<file path="src/hdl/mfc_defs.svh">
// Purpose: Constants for the multiframe counter and reference-edge alignment block
// Assumes: 32-bit datapath, four octets per link clock
// Notes:   Definitions only
`ifndef MFC_DEFS_SVH
`define MFC_DEFS_SVH
`define MFC_CNT_W      9
`define MFC_K_MIN      6'h01
`define MFC_K_MAX      6'h20
`define MFC_OCT_MIN    11'h011
`define MFC_OCT_MAX    11'h400
`define MFC_CNT_RST    9'h000
`define MFC_PER_W      16
`define MFC_OCT_PER_LC 2
`endif

</file>
<file path="src/hdl/mfc_pkg.sv">
// Purpose: Types for the multiframe counter block
// Assumes: Counter width from the defs header
// Notes:   Types only
`include "mfc_defs.svh"
package mfc_pkg;
  typedef logic [`MFC_CNT_W-1:0] mfc_cnt_t;   // Counter value
  typedef logic [`MFC_PER_W-1:0] mfc_per_t;   // Edge spacing
  typedef enum logic [1:0] {MFC_IDLE, MFC_WAIT, MFC_DONE} mfc_align_e;
endpackage : mfc_pkg

</file>
<file path="src/hdl/mfc_edge_if.sv">
// Purpose: Carries the detected reference edge between modules
// Assumes: Single clock domain
// Notes:   Detector drives, counter consumes
`timescale 1ns/10ps
interface mfc_edge_if;
  logic rise;   // One-cycle pulse on sampled rising edge
  logic level;  // Synchronised reference level
  modport det (output rise, output level);
  modport use_ (input rise, input level);
endinterface : mfc_edge_if

</file>
<file path="src/hdl/mfc_edge_det.sv">
// Purpose: Two-stage synchroniser and rising edge detector for the reference input
// Assumes: Runs on the link clock
// Notes:   First stage feeds only the second stage
`timescale 1ns/10ps
module mfc_edge_det (
  input  wire logic clk,
  input  wire logic arst_n,
  input  wire logic sysref,
  mfc_edge_if.det   edge_o
);
  logic meta;   // First synchroniser stage
  logic sync;   // Second synchroniser stage
  logic prev;   // Previous synchronised sample

  // Synchroniser and history, sampled on the link clock
  always_ff @(posedge clk or negedge arst_n) begin
    if (!arst_n) begin
      meta <= 1'b0;
      sync <= 1'b0;
      prev <= 1'b0;
    end else begin
      meta <= sysref;
      sync <= meta;
      prev <= sync;
    end
  end

  // Zero-to-one change marks a rising edge
  assign edge_o.rise  = sync & ~prev;
  assign edge_o.level = sync;

  a_edge_pulse: assert property (@(posedge clk) disable iff (!arst_n)
    edge_o.rise |=> !edge_o.rise)
    else $error("edge pulse longer than one cycle");
endmodule : mfc_edge_det

</file>
<file path="src/hdl/mfc_top.sv">
// Purpose: Local multiframe counter re-aligned by reference edges
// Assumes: All inputs synchronous to clk (link clock); F and K held steady
// Notes:   Control bits are plain ports; single-detect clears itself
// Functional notes
// - Counter advances each link clock, period FxK/4
// - Count zero to period minus one, wrap
// - Sample reference on link clock, detect rise
// - Qualifying rising edge forces counter to zero
// - Single-detect aligns once, then self-clears
// - Single-detect holds sync until reference sampled
// - Always-on aligns on every rising edge
// - Always-on checks period, raises interrupt on violation
// - Always-on alone does not hold sync
// - Both bits: realign, hold sync, check period
// - K in 1..32, multiframe 17..1024 octets
// - K times F multiple of four
`timescale 1ns/10ps
`include "mfc_defs.svh"
module mfc_top (
  input  wire logic          clk,
  input  wire logic          arst_n,
  input  wire logic          sysref,
  input  wire logic [7:0]    frm_octets,
  input  wire logic [5:0]    mf_frames,
  input  wire logic          single_set,
  input  wire logic          always_on,
  input  wire logic          viol_clr,
  output      mfc_pkg::mfc_cnt_t lmfc_cnt,
  output      logic          lmfc_wrap,
  output      logic          single_det,
  output      logic          sync_hold,
  output      logic          cfg_err,
  output      logic          period_viol,
  output      logic          irq
);
  import mfc_pkg::*;

  mfc_edge_if edge_i ();   // Edge carrier
  mfc_cnt_t   last_cnt;    // Period minus one
  logic [13:0] oct_mf;     // Octets per multiframe
  logic        align;      // Realign this cycle
  logic        seen;       // A reference edge has been sampled
  mfc_per_t    per_cnt;    // Cycles since last edge
  mfc_per_t    per_exp;    // Multiframe length in cycles
  logic        per_bad;    // Spacing not a multiple of multiframe
  mfc_cnt_t    next_cnt;   // Next counter value

  // Edge detector with synchroniser
  mfc_edge_det u_det (
    .clk    (clk),
    .arst_n (arst_n),
    .sysref (sysref),
    .edge_o (edge_i)
  );

  // Period minus one in link clocks: F*K/4 - 1
  // Operands widened first so the product cannot overflow
  function automatic mfc_cnt_t period_m1(input logic [7:0] f, input logic [5:0] k);
    logic [13:0] p;  // Multiframe length in link clocks
    p = (14'(f) * 14'(k)) >> `MFC_OCT_PER_LC;
    period_m1 = `MFC_CNT_W'(p - 14'h0001);
  endfunction : period_m1

  // Octets per multiframe, for the range checks
  assign oct_mf   = 14'(frm_octets) * 14'(mf_frames);
  // Last count value before the wrap
  assign last_cnt = period_m1(frm_octets, mf_frames);
  // Expected edge spacing in link clocks
  assign per_exp  = `MFC_PER_W'(last_cnt) + 16'h0001;

  // Configuration check on K range, octet range and link-word fit
  always_ff @(posedge clk or negedge arst_n) begin
    if (!arst_n) begin
      cfg_err <= 1'b0;
    end else begin
      cfg_err <= (mf_frames < `MFC_K_MIN) || (mf_frames > `MFC_K_MAX)
              || (oct_mf < 14'(`MFC_OCT_MIN)) || (oct_mf > 14'(`MFC_OCT_MAX))
              || (oct_mf[1:0] != 2'h0);
    end
  end

  // Alignment policy: single-detect or always-on
  assign align = edge_i.rise & (single_det | always_on);

  // Counter next value
  always_comb begin
    if (align) begin
      next_cnt = `MFC_CNT_RST;
    end else if (lmfc_cnt >= last_cnt) begin
      next_cnt = `MFC_CNT_RST;
    end else begin
      next_cnt = lmfc_cnt + 9'h001;
    end
  end

  // Multiframe counter
  always_ff @(posedge clk or negedge arst_n) begin
    if (!arst_n) begin
      lmfc_cnt  <= `MFC_CNT_RST;
      lmfc_wrap <= 1'b0;
    end else begin
      lmfc_cnt  <= next_cnt;
      lmfc_wrap <= (next_cnt == `MFC_CNT_RST);
    end
  end

  // Single-detect bit: set by control, cleared after one edge
  always_ff @(posedge clk or negedge arst_n) begin
    if (!arst_n) begin
      single_det <= 1'b0;
    end else if (single_set) begin
      single_det <= 1'b1;
    end else if (edge_i.rise) begin
      single_det <= 1'b0;
    end
  end

  // Records that a reference edge was seen since single-detect armed
  always_ff @(posedge clk or negedge arst_n) begin
    if (!arst_n) begin
      seen <= 1'b0;
    end else if (single_set) begin
      seen <= 1'b0;
    end else if (edge_i.rise) begin
      seen <= 1'b1;
    end
  end

  // Hold sync only while single-detect waits; always-on alone never holds
  assign sync_hold = single_det & ~seen;

  // Spacing counter between reference edges; saturates so a stopped source never wraps
  always_ff @(posedge clk or negedge arst_n) begin
    if (!arst_n) begin
      per_cnt <= 16'h0000;
    end else if (edge_i.rise) begin
      per_cnt <= 16'h0001;  // Restart on each edge
    end else begin
      per_cnt <= (per_cnt == 16'hFFFF) ? per_cnt : per_cnt + 16'h0001;  // Count, hold at top
    end
  end

  // Spacing must be a positive multiple of the multiframe length
  assign per_bad = (per_cnt != 16'h0000) && ((per_cnt % per_exp) != 16'h0000);

  // Sticky violation flag, set wins over clear
  always_ff @(posedge clk or negedge arst_n) begin
    if (!arst_n) begin
      period_viol <= 1'b0;
    end else if (always_on && edge_i.rise && per_bad) begin
      period_viol <= 1'b1;
    end else if (viol_clr) begin
      period_viol <= 1'b0;
    end
  end

  // Interrupt is the sticky violation flag itself
  assign irq = period_viol;

  // Counter stepping and wrap
  a_wrap_zero: assert property (@(posedge clk) disable iff (!arst_n)
    (!align && lmfc_cnt >= last_cnt) |=> (lmfc_cnt == 9'h000))
    else $error("counter did not wrap to zero");
  a_count_step: assert property (@(posedge clk) disable iff (!arst_n)
    (!align && lmfc_cnt < last_cnt) |=> (lmfc_cnt == $past(lmfc_cnt) + 9'h001))
    else $error("counter did not advance by one");
  a_wrap_flag: assert property (@(posedge clk) disable iff (!arst_n)
    lmfc_wrap |-> (lmfc_cnt == 9'h000))
    else $error("wrap flag high away from zero");

  // Realignment on reference edges
  a_align_zero: assert property (@(posedge clk) disable iff (!arst_n)
    (edge_i.rise && always_on) |=> (lmfc_cnt == 9'h000))
    else $error("always-on edge did not clear counter");
  a_level_align: assert property (@(posedge clk) disable iff (!arst_n)
    (always_on && $rose(edge_i.level)) |=> (lmfc_cnt == 9'h000))
    else $error("synchronised rise did not realign");
  a_no_align: assert property (@(posedge clk) disable iff (!arst_n)
    (edge_i.rise && !always_on && !single_det && lmfc_cnt < last_cnt)
    |=> (lmfc_cnt == $past(lmfc_cnt) + 9'h001))
    else $error("edge realigned with both bits clear");
  a_single_clear: assert property (@(posedge clk) disable iff (!arst_n)
    (edge_i.rise && single_det && !single_set) |=> (!single_det && lmfc_cnt == 9'h000))
    else $error("single-detect did not align and self-clear");
  a_both_bits: assert property (@(posedge clk) disable iff (!arst_n)
    (edge_i.rise && always_on && single_det) |=> (lmfc_cnt == 9'h000))
    else $error("both bits set but no realign");

  // Synchronisation hold
  a_single_arm: assert property (@(posedge clk) disable iff (!arst_n)
    single_set |=> (single_det && sync_hold))
    else $error("single-detect did not arm");
  a_hold_sync: assert property (@(posedge clk) disable iff (!arst_n)
    (single_det && !seen) |-> sync_hold)
    else $error("sync not held while awaiting reference");
  a_hold_keep: assert property (@(posedge clk) disable iff (!arst_n)
    (sync_hold && !edge_i.rise) |=> sync_hold)
    else $error("sync released before reference sampled");
  a_no_hold_on: assert property (@(posedge clk) disable iff (!arst_n)
    (!single_det) |-> !sync_hold)
    else $error("always-on alone held sync");

  // Period check and sticky flag
  a_per_restart: assert property (@(posedge clk) disable iff (!arst_n)
    edge_i.rise |=> (per_cnt == 16'h0001))
    else $error("spacing counter did not restart");
  a_viol_set: assert property (@(posedge clk) disable iff (!arst_n)
    (always_on && edge_i.rise && per_bad) |=> period_viol && irq)
    else $error("period violation not flagged");
  a_viol_sticky: assert property (@(posedge clk) disable iff (!arst_n)
    (period_viol && !viol_clr) |=> period_viol)
    else $error("violation flag dropped without clear");
  a_viol_clear: assert property (@(posedge clk) disable iff (!arst_n)
    (viol_clr && !(always_on && edge_i.rise && per_bad)) |=> (!period_viol && !irq))
    else $error("violation flag not cleared");
endmodule : mfc_top

</file>
<file path="config.mk">
export PLATFORM = sky130hd
export DESIGN_NAME = mfc_top
export DESIGN_NICKNAME = d
export VERILOG_FILES = /design/src/hdl/mfc_pkg.sv /design/src/hdl/mfc_edge_if.sv /design/src/hdl/mfc_edge_det.sv /design/src/hdl/mfc_top.sv
export VERILOG_INCLUDE_DIRS = /design/src /design/src/hdl
export SDC_FILE = /design/constraint.sdc
export NUM_CORES = 1
export LEC_CHECK = 0
export ABC_AREA = 1
export BUFFER_PORTS_ARGS = -buffer_cell sky130_fd_sc_hd__buf_2
export CAP_MARGIN = 10
export CORE_MARGIN = 3
export CORE_UTILIZATION = 65
export DETAILED_ROUTE_END_ITERATION = 12
export GPL_ROUTABILITY_DRIVEN = 1
export GPL_TIMING_DRIVEN = 1
export PLACE_DENSITY = 0.83
export REMOVE_ABC_BUFFERS = 1
export SLEW_MARGIN = 40
export SYNTH_ARGS = -nofsm -noshare
export SYNTH_HDL_FRONTEND = slang
export SYNTH_SLANG_ARGS = --single-unit
</file>
<file path="constraint.sdc">
create_clock -name clk -period 35.1 [get_ports clk]
set_input_delay 5.265 -clock clk [delete_from_list [all_inputs] [get_ports clk]]
set_output_delay 5.265 -clock clk [all_outputs]
set_load 0.005 [all_outputs]
</file>
==> results of run 1 <==
[cell families after synthesis]
kind of cell | share of synthesized area
flip-flops | 0.08364
buffers and inverters | 0.1157
XOR/XNOR | 0.08073
adder cells (fa/ha/maj) | 0.2441
AND/OR/NAND/NOR | 0.3430
AO/OA/AOI/OAI | 0.1328
[Yosys cell counts (3+ instances only)]
| master | number |
|---|---|
| sky130_fd_sc_hd__nand2_1 | 392 |
| sky130_fd_sc_hd__inv_1 | 246 |
| sky130_fd_sc_hd__ha_1 | 151 |
| sky130_fd_sc_hd__nor2_1 | 100 |
| sky130_fd_sc_hd__nand3_1 | 99 |
| sky130_fd_sc_hd__o21ai_0 | 64 |
| sky130_fd_sc_hd__a21oi_1 | 53 |
| sky130_fd_sc_hd__xnor2_1 | 51 |
| sky130_fd_sc_hd__xor2_1 | 40 |
| sky130_fd_sc_hd__a21o_1 | 38 |
| sky130_fd_sc_hd__dfrtp_1 | 33 |
| sky130_fd_sc_hd__nand4_1 | 33 |
| sky130_fd_sc_hd__fa_1 | 26 |
| sky130_fd_sc_hd__clkbuf_1 | 25 |
| sky130_fd_sc_hd__nand2_2 | 23 |
| sky130_fd_sc_hd__nor3_1 | 23 |
| sky130_fd_sc_hd__or2_2 | 17 |
| sky130_fd_sc_hd__nand3_2 | 14 |
| sky130_fd_sc_hd__o21ai_1 | 14 |
| sky130_fd_sc_hd__inv_2 | 12 |
| sky130_fd_sc_hd__o21bai_1 | 12 |
| sky130_fd_sc_hd__o21a_1 | 11 |
| sky130_fd_sc_hd__nor2_2 | 8 |
| sky130_fd_sc_hd__buf_2 | 7 |
| sky130_fd_sc_hd__nand3b_1 | 7 |
| sky130_fd_sc_hd__nor2_4 | 7 |
| sky130_fd_sc_hd__nor4_1 | 6 |
| sky130_fd_sc_hd__or2_1 | 4 |
| sky130_fd_sc_hd__a211oi_1 | 3 |
| sky130_fd_sc_hd__a31oi_1 | 3 |
| sky130_fd_sc_hd__clkinv_1 | 3 |
| sky130_fd_sc_hd__o31ai_1 | 3 |
[metrics by stage]
step / setup TNS, ns / instances / setup slack, ns / hold WS, ns / cell area, µm²
floorplan: -2.526 / 1519 / -2.526 / 0.3312 / 9711
detailed placement: -3.964 / 2078 / -3.964 / 0.3469 / 12670
global placement: -1.758 / 2078 / -1.758 / 0.3473 / 12670
CTS: -1.286 / 2159 / -1.286 / 0.3688 / 13900
[what timing repair did]
| item | 4_1_cts |
|---|---|
| setup endpoints to repair | 1 |
| gates resized for setup | 141 |
| hold buffers | 0 |
| pin swaps | 95 |
| setup buffers | 73 |
[layer usage]
metal / GRT overflow / global-route usage
met2: 41 / 0.9223
met5: 0 / 0.1176
met4: 31 / 0.7708
met1: 1 / 0.7308
met3: 1 / 0.5556
==> metrics.txt, run 1 <==
# TYPE chip_impl_metric gauge
chip_impl_info{name="synth.top_cells.by_area",value="sky130_fd_sc_hd__ha_1 19%, sky130_fd_sc_hd__nand2_1 15%, sky130_fd_sc_hd__inv_1 9.4%, sky130_fd_sc_hd__dfrtp_1 8.4%, sky130_fd_sc_hd__fa_1 5.3%"} 1
chip_impl_metric{name="synthesis.instances",unit=""} 1556
chip_impl_metric{name="groute.usage.overall",unit=""} 0.7359
chip_impl_metric{name="synth_edf_count",unit=""} 0
chip_impl_metric{name="die_h",unit="µm"} 129.2
chip_impl_metric{name="placed_wire_length_estimate",unit="µm"} 25830
chip_impl_metric{name="cts_made_buffers",unit=""} 5
chip_impl_metric{name="top_level_ports",unit=""} 35
chip_impl_metric{name="synth.avg_cell_area",unit="µm²"} 6.345
chip_impl_info{name="status",value="stopped before the end"} 1
chip_impl_metric{name="ys.warnings.count",unit=""} 0
chip_impl_metric{name="cts-htree-levels",unit=""} 2
chip_impl_metric{name="floorplan.initialDensity",unit=""} 0.6717
chip_impl_metric{name="synth-seq-cells",unit=""} 33
chip_impl_metric{name="die_w",unit="µm"} 129.2
chip_impl_metric{name="syn_area",unit="µm²"} 9873
chip_impl_metric{name="place.gp.congestion",unit=""} 0.9150
chip_impl_metric{name="globalRoute.totalOverflow",unit=""} 74
chip_impl_metric{name="first_global_vias",unit=""} 17249
chip_impl_metric{name="clock_path_buffers",unit=""} 2
chip_impl_info{name="flow.stopped_at",value="global routing"} 1
chip_impl_info{name="run.stop_error",value="[ERROR GRT-0116] Global routing finished with congestion. Check the congestion regions in the DRC Viewer."} 1
chip_impl_metric{name="part_of_the_yosys_area_used_for_sequential_elements",unit=""} 0.08364
chip_impl_metric{name="count_of_input_and_output_buffers",unit=""} 34
chip_impl_metric{name="largest_net_degree_at_the_start_of_global_routing",unit=""} 34
chip_impl_metric{name="placement_rows",unit=""} 44
chip_impl_info{name="cts_root_buffer",value="sky130_fd_sc_hd__clkbuf_16"} 1
chip_impl_metric{name="async_reset_ff_frac",unit=""} 1.000
chip_impl_metric{name="cts.sinks",unit=""} 33
chip_impl_metric{name="grt_first_pass_wirelength",unit="µm"} 95640
chip_impl_info{name="yosysTopAreaCell",value="sky130_fd_sc_hd__ha_1"} 1
chip_impl_metric{name="synth_top_cell_area_share",unit=""} 0.1914
chip_impl_info{name="ys_dominant_reg_cell",value="sky130_fd_sc_hd__dfrtp_1"} 1
chip_impl_metric{name="netlist-cell-type-count",unit=""} 52
==> run 2, diff against run 1 <==
--- a/config.mk
+++ b/config.mk
@@ -10,11 +10,11 @@
 export BUFFER_PORTS_ARGS = -buffer_cell sky130_fd_sc_hd__buf_2
 export CAP_MARGIN = 10
 export CORE_MARGIN = 3
-export CORE_UTILIZATION = 65
+export CORE_UTILIZATION = 40
 export DETAILED_ROUTE_END_ITERATION = 12
 export GPL_ROUTABILITY_DRIVEN = 1
 export GPL_TIMING_DRIVEN = 1
-export PLACE_DENSITY = 0.83
+export PLACE_DENSITY_LB_ADDON = 0.15
 export REMOVE_ABC_BUFFERS = 1
 export SLEW_MARGIN = 40
 export SYNTH_ARGS = -nofsm -noshare
==> metrics.txt, run 2 <==
# TYPE chip_impl_metric gauge
chip_impl_info{name="status",value="finished, violations left"} 1
chip_impl_info{name="failing_checks",value="setup timing"} 1
chip_impl_info{name="timing.critical_path.slowest_stage_cell",value="sky130_fd_sc_hd__fa_1"} 1
chip_impl_metric{name="hold_viol",unit=""} 0
chip_impl_metric{name="post_layout_min_period",unit="ns"} 35.84
chip_impl_metric{name="netlist-cell-type-count",unit=""} 52
chip_impl_metric{name="count_of_input_and_output_buffers",unit=""} 34
chip_impl_metric{name="placement_rows",unit=""} 56
chip_impl_metric{name="fmaxAchievable",unit="MHz"} 27.90
chip_impl_metric{name="timing.critical_path.slowest_cell_delay",unit="ns"} 0.56
chip_impl_metric{name="slew_headroom",unit=""} 0.6229
chip_impl_metric{name="number_of_cell_instances_on_the_worst_register_to_register_path",unit=""} 223
chip_impl_metric{name="syn_area",unit="µm²"} 9873
chip_impl_metric{name="report.final.slew_viol_count",unit=""} 0
chip_impl_metric{name="die_h",unit="µm"} 163.1
chip_impl_metric{name="finalCritPeriodShare",unit=""} 1.021
chip_impl_metric{name="design.core.area",unit="µm²"} 23890
chip_impl_metric{name="setup_ws",unit="ns"} -0.7405
chip_impl_info{name="grt_setup_unrepaired",value="yes"} 1
chip_impl_metric{name="critPathBufInv",unit=""} 48
chip_impl_metric{name="synth.avg_cell_area",unit="µm²"} 6.345
chip_impl_metric{name="top_level_ports",unit=""} 35
chip_impl_info{name="cts_tree",value="done"} 1
chip_impl_metric{name="crit_required",unit="ns"} 35.29
chip_impl_info{name="timing.setup.critical_path_class",value="in -> reg"} 1
chip_impl_metric{name="groute.usage.overall",unit=""} 0.2211
chip_impl_metric{name="synth-seq-cells",unit=""} 33
chip_impl_metric{name="synth_top_cell_area_share",unit=""} 0.1914
chip_impl_metric{name="max_slew.worst_pin.slew",unit="ns"} 0.5605
chip_impl_info{name="cp_top_delay_family",value="compound AO/OA/AOI/OAI gates"} 1
chip_impl_metric{name="num-fill-cells",unit=""} 2177
chip_impl_metric{name="ant_nets",unit=""} 0
chip_impl_metric{name="finClkSkew",unit="ns"} 0.01494
chip_impl_metric{name="final_antenna_diode_count",unit=""} 0
chip_impl_metric{name="place.gp.congestion",unit=""} 0.8377
chip_impl_metric{name="post-route-cell-area",unit="µm²"} 15190
chip_impl_info{name="worst_setup_path_end_kind",value="flip-flop"} 1
chip_impl_metric{name="drt-total-wl",unit="µm"} 30610
chip_impl_metric{name="cts.sinks",unit=""} 33
chip_impl_metric{name="insertion_delay_to_the_later_sink_of_the_worst_skew_pair",unit="ns"} 0.30
chip_impl_metric{name="vias_per_cell",unit=""} 4.870
chip_impl_metric{name="grt_first_pass_wirelength",unit="µm"} 49670
chip_impl_metric{name="globalRoute.totalOverflow",unit=""} 0
chip_impl_metric{name="total_number_of_vias",unit=""} 11630
chip_impl_info{name="rr_endpoint",value="irq$_DFFE_PN0P_"} 1
chip_impl_info{name="yosysMostFrequentCell",value="sky130_fd_sc_hd__nand2_1"} 1
chip_impl_info{name="synth.top_cells.by_area",value="sky130_fd_sc_hd__ha_1 19%, sky130_fd_sc_hd__nand2_1 15%, sky130_fd_sc_hd__inv_1 9.4%, sky130_fd_sc_hd__dfrtp_1 8.4%, sky130_fd_sc_hd__fa_1 5.3%"} 1
chip_impl_metric{name="finalNetCount",unit=""} 2265
chip_impl_metric{name="placed_wire_length_estimate",unit="µm"} 22860
chip_impl_metric{name="die_w",unit="µm"} 163.1
chip_impl_info{name="worst_path_most_repeated_cell",value="sky130_fd_sc_hd__a21o_1"} 1
chip_impl_info{name="yosysTopAreaCell",value="sky130_fd_sc_hd__ha_1"} 1
chip_impl_metric{name="drc_errors",unit=""} 0
chip_impl_metric{name="synth_edf_count",unit=""} 0
chip_impl_info{name="hold_end",value="u_det.edge_o.level$_DFF_PN0_"} 1
chip_impl_info{name="cts_root_buffer",value="sky130_fd_sc_hd__clkbuf_16"} 1
chip_impl_metric{name="placement.cell_area",unit="µm²"} 13260
chip_impl_metric{name="highest_net_fanout_along_the_worst_path",unit=""} 8
chip_impl_info{name="synth_commonest_cells",value="392 x sky130_fd_sc_hd__nand2_1, 246 x sky130_fd_sc_hd__inv_1, 151 x sky130_fd_sc_hd__ha_1"} 1
chip_impl_metric{name="async_reset_ff_frac",unit=""} 1.000
chip_impl_metric{name="dr.pass1.iters",unit=""} 5
chip_impl_metric{name="cts_made_buffers",unit=""} 5
chip_impl_metric{name="clk_pin_slew_worst_paths",unit="ns"} 0.07
chip_impl_metric{name="part_of_the_yosys_area_used_for_sequential_elements",unit=""} 0.08364
chip_impl_metric{name="floorplan.initialDensity",unit=""} 0.4132
chip_impl_metric{name="reg2reg_setup_slack",unit="ns"} 6.05
chip_impl_info{name="timing.critical_path.from",value="frm_octets[3]"} 1
chip_impl_metric{name="layout_cell_share_with_drive_strength_beyond_1",unit=""} 0.3944
chip_impl_info{name="critical_path.startpoint_type",value="primary input"} 1
chip_impl_metric{name="grt_antenna_before_repair",unit=""} 1
chip_impl_metric{name="synthesis.instances",unit=""} 1556
chip_impl_metric{name="synthToLayoutAreaGrowth",unit="%"} 53.90
chip_impl_info{name="biggestRegsByFlops",value="per_cnt: 16 flops, lmfc_cnt: 9 flops"} 1
chip_impl_info{name="hold_class",value="reg -> reg"} 1
chip_impl_metric{name="first_global_vias",unit=""} 11086
chip_impl_metric{name="wl_per_cell",unit="µm"} 12.82
chip_impl_metric{name="die_footprint",unit="µm²"} 26600
chip_impl_metric{name="ys.warnings.count",unit=""} 0
chip_impl_metric{name="drt_first_iter_violations",unit=""} 565
chip_impl_info{name="largest_register",value="per_cnt"} 1
chip_impl_metric{name="largest_register_ff_count",unit=""} 16
chip_impl_info{name="layout.cells.most_common",value="sky130_fd_sc_hd__buf_4"} 1
chip_impl_info{name="layout_common_cells",value="500 x sky130_fd_sc_hd__buf_4, 340 x sky130_fd_sc_hd__nand2_1, 233 x sky130_fd_sc_hd__inv_1"} 1
chip_impl_info{name="crit-reg2reg-launch",value="per_cnt[0]$_DFFE_PN0P_"} 1
chip_impl_metric{name="largest_net_degree_at_the_start_of_global_routing",unit=""} 34
chip_impl_info{name="ys_dominant_reg_cell",value="sky130_fd_sc_hd__dfrtp_1"} 1
chip_impl_metric{name="cts-htree-levels",unit=""} 2
chip_impl_metric{name="crit_arrival",unit="ns"} 36.03
chip_impl_metric{name="timing.hold.worst_path_depth",unit=""} 0
chip_impl_metric{name="setup-violations-final",unit=""} 1
chip_impl_metric{name="clock_path_buffers",unit=""} 2
chip_impl_info{name="min-delay-start",value="u_det.meta$_DFF_PN0_"} 1
chip_impl_metric{name="cap_violations",unit=""} 0
run 2: cell counts after synthesis:
Identical to the previous run, type by type.
run 2: what timing repair did:
action,4_1_cts,5_1_grt
buffers inserted,69,42
endpoints found under the setup margin,1,1
gates resized for setup,107,128
hold buffers,0,0
gates cloned,0,1
pin swaps,74,138
run 2: final cells by class:
cell class | instances | area (µm²) | share of cell area
clock inverter | 1 | 5.005 | 0.0003294
multi-input combinational | 1225 | 8802 | 0.5793
clock buffer | 7 | 152.6 | 0.01005
timing repair inverter | 1 | 6.256 | 0.0004117
timing repair buffer | 541 | 4014 | 0.2642
inverter | 261 | 989.7 | 0.06513
sequential | 33 | 825.8 | 0.05435
tap | 319 | 399.1 | 0.02627
run 2: logic make-up (layout without fill, tap and decap cells):
kind of cell,count (synthesis),in the layout,share of synthesized area
compound gates,217,217,0.1328
buf+inv,298,811,0.1157
simple gates,740,740,0.3430
fa+ha+maj,177,177,0.2441
xor+xnor,91,91,0.08073
flops,33,33,0.08364
run 2: worst max path at each step:
stage	endpoint	depth (start not counted)	slack, ns
2_1_floorplan	irq$_DFFE_PN0P_	237	-2.53
3_3_place_gp	irq$_DFFE_PN0P_	236	-2.10
3_5_place_dp	irq$_DFFE_PN0P_	236	-2.61
4_1_cts	irq$_DFFE_PN0P_	241	-0.51
5_1_grt	irq$_DFFE_PN0P_	243	-3.01
6_report	irq$_DFFE_PN0P_	237	-0.74
run 2: metal layers:
metal | GRT usage | up-vias | part of all wire
met4 | 0.05229 | 2 | 0.025
met3 | 0.02080 | 62 | 0.030
met2 | 0.3861 | 155 | 0.49
met5 | 0 | - | 0.00042
li1 | - | 6070 | -
met1 | 0.2946 | 5341 | 0.46
run 2: worst register-to-register path: cells and delay by family (launching register included):
family,cells,cell delay (ns)
compound gates,85,12.85
simple gates,90,9.00
fa+ha+maj,16,3.99
buf+inv,32,2.62
flops,1,0.39
run 2: per-stage QoR:
stage | setup TNS, ns | setup slack, ns | std cells | hold WS (ns) | utilization
after floorplan | -2.526 | -2.526 | 1519 | 0.3312 | -
after global placement | -2.101 | -2.101 | 2267 | 0.3497 | 0.5549
after detailed placement | -2.614 | -2.614 | 2267 | 0.3480 | 0.5550
after CTS | -0.5120 | -0.5120 | 2344 | 0.3596 | 0.5986
after global routing | -3.009 | -3.009 | 2388 | 0.3744 | 0.6359
final | -0.7405 | -0.7405 | 2388 | 0.3533 | 0.6359
Power of run 2 is left out: the tool's default activity adds up to more than one toggle a clock period on the data nets, which glitch-free logic cannot reach.
==> run 3, diff against run 2 <==
--- a/config.mk
+++ b/config.mk
@@ -16,6 +16,7 @@
 export GPL_TIMING_DRIVEN = 1
 export PLACE_DENSITY_LB_ADDON = 0.15
 export REMOVE_ABC_BUFFERS = 1
+export SKIP_LAST_GASP = 1
 export SLEW_MARGIN = 40
 export SYNTH_ARGS = -nofsm -noshare
 export SYNTH_HDL_FRONTEND = slang
==> metrics.txt, run 3 (synthesized netlist as in run 2, its figures left out) <==
# TYPE chip_impl_metric gauge
chip_impl_metric{name="largest_register_ff_count",unit=""} 16
chip_impl_info{name="top_layer_used",value="met5"} 1
chip_impl_metric{name="insertion_delay_to_the_later_sink_of_the_worst_skew_pair",unit="ns"} 0.30
chip_impl_metric{name="finalNetCount",unit=""} 2262
chip_impl_metric{name="place.gp.congestion",unit=""} 0.8377
chip_impl_metric{name="hold_viol",unit=""} 0
chip_impl_metric{name="cts-htree-levels",unit=""} 2
chip_impl_metric{name="slew_headroom",unit=""} 0.6234
chip_impl_metric{name="final_antenna_diode_count",unit=""} 0
chip_impl_metric{name="drc_errors",unit=""} 0
chip_impl_metric{name="cts.sinks",unit=""} 33
chip_impl_metric{name="count_of_input_and_output_buffers",unit=""} 34
chip_impl_metric{name="grt_first_pass_wirelength",unit="µm"} 49620
chip_impl_metric{name="met3_wirelength",unit="µm"} 874
chip_impl_metric{name="globalRoute.totalOverflow",unit=""} 0
chip_impl_metric{name="layout_cell_share_with_drive_strength_beyond_1",unit=""} 0.3819
chip_impl_metric{name="placed_wire_length_estimate",unit="µm"} 22860
chip_impl_metric{name="cap_violations",unit=""} 0
chip_impl_metric{name="vias_per_cell",unit=""} 4.862
chip_impl_metric{name="first_global_vias",unit=""} 11069
chip_impl_metric{name="die_w",unit="µm"} 163.1
chip_impl_metric{name="grt_antenna_before_repair",unit=""} 1
chip_impl_metric{name="hold_buffers",unit=""} 0
chip_impl_info{name="failing_checks",value="setup timing"} 1
chip_impl_info{name="cts_tree",value="done"} 1
chip_impl_info{name="layout.cells.most_common",value="sky130_fd_sc_hd__buf_4"} 1
chip_impl_metric{name="critPathBufInv",unit=""} 46
chip_impl_info{name="timing.critical_path.slowest_stage_cell",value="sky130_fd_sc_hd__fa_1"} 1
chip_impl_info{name="hold_class",value="reg -> reg"} 1
chip_impl_metric{name="finalCritPeriodShare",unit=""} 1.019
chip_impl_metric{name="cts_made_buffers",unit=""} 5
chip_impl_metric{name="crit_required",unit="ns"} 35.29
chip_impl_info{name="cts_root_buffer",value="sky130_fd_sc_hd__clkbuf_16"} 1
chip_impl_metric{name="routedLengthMet1",unit="µm"} 13940
chip_impl_metric{name="post_layout_min_period",unit="ns"} 35.76
chip_impl_metric{name="largest_net_degree_at_the_start_of_global_routing",unit=""} 34
chip_impl_metric{name="crit_arrival",unit="ns"} 35.95
chip_impl_metric{name="setup_ws",unit="ns"} -0.6623
chip_impl_metric{name="die_footprint",unit="µm²"} 26600
chip_impl_metric{name="timing.critical_path.slowest_cell_delay",unit="ns"} 0.55
chip_impl_metric{name="drt_first_iter_violations",unit=""} 509
chip_impl_metric{name="ant_nets",unit=""} 0
chip_impl_metric{name="fmaxAchievable",unit="MHz"} 27.96
chip_impl_metric{name="post-route-cell-area",unit="µm²"} 15050
chip_impl_metric{name="detailroute.wirelength.met2",unit="µm"} 14640
chip_impl_metric{name="wl_per_cell",unit="µm"} 12.65
chip_impl_metric{name="total_number_of_vias",unit=""} 11596
chip_impl_info{name="worst_path_most_repeated_cell",value="sky130_fd_sc_hd__nand2_1"} 1
chip_impl_metric{name="groute.usage.overall",unit=""} 0.2208
chip_impl_metric{name="highest_net_fanout_along_the_worst_path",unit=""} 8
chip_impl_info{name="layout_common_cells",value="498 x sky130_fd_sc_hd__buf_4, 352 x sky130_fd_sc_hd__nand2_1, 236 x sky130_fd_sc_hd__inv_1"} 1
chip_impl_metric{name="clock_path_buffers",unit=""} 2
chip_impl_metric{name="clk_pin_slew_worst_paths",unit="ns"} 0.07
chip_impl_info{name="worst_setup_path_end_kind",value="flip-flop"} 1
chip_impl_metric{name="synthToLayoutAreaGrowth",unit="%"} 52.41
chip_impl_metric{name="top_level_ports",unit=""} 35
chip_impl_metric{name="finClkSkew",unit="ns"} 0.01472
chip_impl_info{name="cp_top_delay_family",value="compound AO/OA/AOI/OAI gates"} 1
chip_impl_info{name="status",value="finished, violations left"} 1
chip_impl_metric{name="placement_rows",unit=""} 56
chip_impl_metric{name="floorplan.initialDensity",unit=""} 0.4132
chip_impl_metric{name="setup-violations-final",unit=""} 1
chip_impl_metric{name="max_slew.worst_pin.slew",unit="ns"} 0.5597
chip_impl_info{name="timing.setup.critical_path_class",value="in -> reg"} 1
chip_impl_metric{name="final.setup.tns",unit="ns"} -0.6623
chip_impl_metric{name="report.final.slew_viol_count",unit=""} 0
chip_impl_metric{name="drt-total-wl",unit="µm"} 30180
chip_impl_info{name="biggestRegsByFlops",value="per_cnt: 16 flops, lmfc_cnt: 9 flops"} 1
chip_impl_metric{name="placement.cell_area",unit="µm²"} 13260
chip_impl_metric{name="design.core.area",unit="µm²"} 23890
chip_impl_metric{name="die_h",unit="µm"} 163.1
chip_impl_info{name="critical_path.startpoint_type",value="primary input"} 1
chip_impl_info{name="largest_register",value="per_cnt"} 1
chip_impl_metric{name="dr.pass1.iters",unit=""} 5
chip_impl_info{name="grt_setup_unrepaired",value="yes"} 1
run 3: changes by cell type in the layout (fill, tap and decap cells not counted), moves of 3 or more:
cell | before | now
sky130_fd_sc_hd__inv_2 | 23 | 20
sky130_fd_sc_hd__inv_1 | 233 | 236
sky130_fd_sc_hd__nand2_2 | 67 | 57
sky130_fd_sc_hd__nand2_1 | 340 | 352
run 3: final timing paths:
check	start	depth (start not counted)	slack, ns	endpoint
setup / recovery	frm_octets[3]	243	-0.66	irq$_DFFE_PN0P_
hold / removal	u_det.meta$_DFF_PN0_	0	0.35	u_det.edge_o.level$_DFF_PN0_
setup reg to reg	per_cnt[0]$_DFFE_PN0P_	225	6.19	irq$_DFFE_PN0P_
hold reg to reg	u_det.meta$_DFF_PN0_	0	0.35	u_det.edge_o.level$_DFF_PN0_
max in group asynchronous	arst_n	1	29.83	per_cnt[0]$_DFFE_PN0P_
min in group asynchronous	arst_n	1	4.93	lmfc_cnt[1]$_DFF_PN0_
run 3: through the flow:
step / hold slack [ns] / setup slack (ns) / util / instances
2_1_floorplan: 0.3312 / -2.526 / - / 1519
3_3_place_gp: 0.3497 / -2.101 / 0.5549 / 2267
3_5_place_dp: 0.3480 / -2.614 / 0.5550 / 2267
4_1_cts: 0.3596 / -0.5550 / 0.5978 / 2344
5_1_grt: 0.3744 / -3.018 / 0.6298 / 2385
6_report: 0.3534 / -0.6623 / 0.6298 / 2385
run 3: worst reg2reg max path, delay by kind of cell, from the launching register on:
kind / cells / cell delay (ns)
compound gates: 89 / 13.11
simple gates: 90 / 8.93
fa+ha+maj: 16 / 3.85
buf+inv: 29 / 2.34
flops: 1 / 0.39
xor+xnor: 1 / 0.16
run 3: timing repair:
item                       CTS  global route
cloned                       0             1
setup endpoints to repair    1             1
buffers inserted            69            39
gates resized for setup    103           101
pin swaps                   74           120
run 3: layout make-up:
| cell class | instances | area, µm² |
|---|---|---|
| repair buffers | 538 | 3985 |
| multi-input cells | 1225 | 8685 |
| inverters | 261 | 989.7 |
| clock inverters | 1 | 5.005 |
| clock buffers | 7 | 152.6 |
| fillers | 2198 | 8845 |
| repair inverters | 1 | 6.256 |
| well taps | 319 | 399.1 |
| flip-flops and latches | 33 | 825.8 |
run 3: per-layer routing:
metal | vias up | track usage
li1 | 6067 | -
met1 | 5317 | 0.2954
met2 | 154 | 0.3842
met3 | 56 | 0.02080
met4 | 2 | 0.05229
met5 | - | 0
Power of run 3 is left out for the same reason.
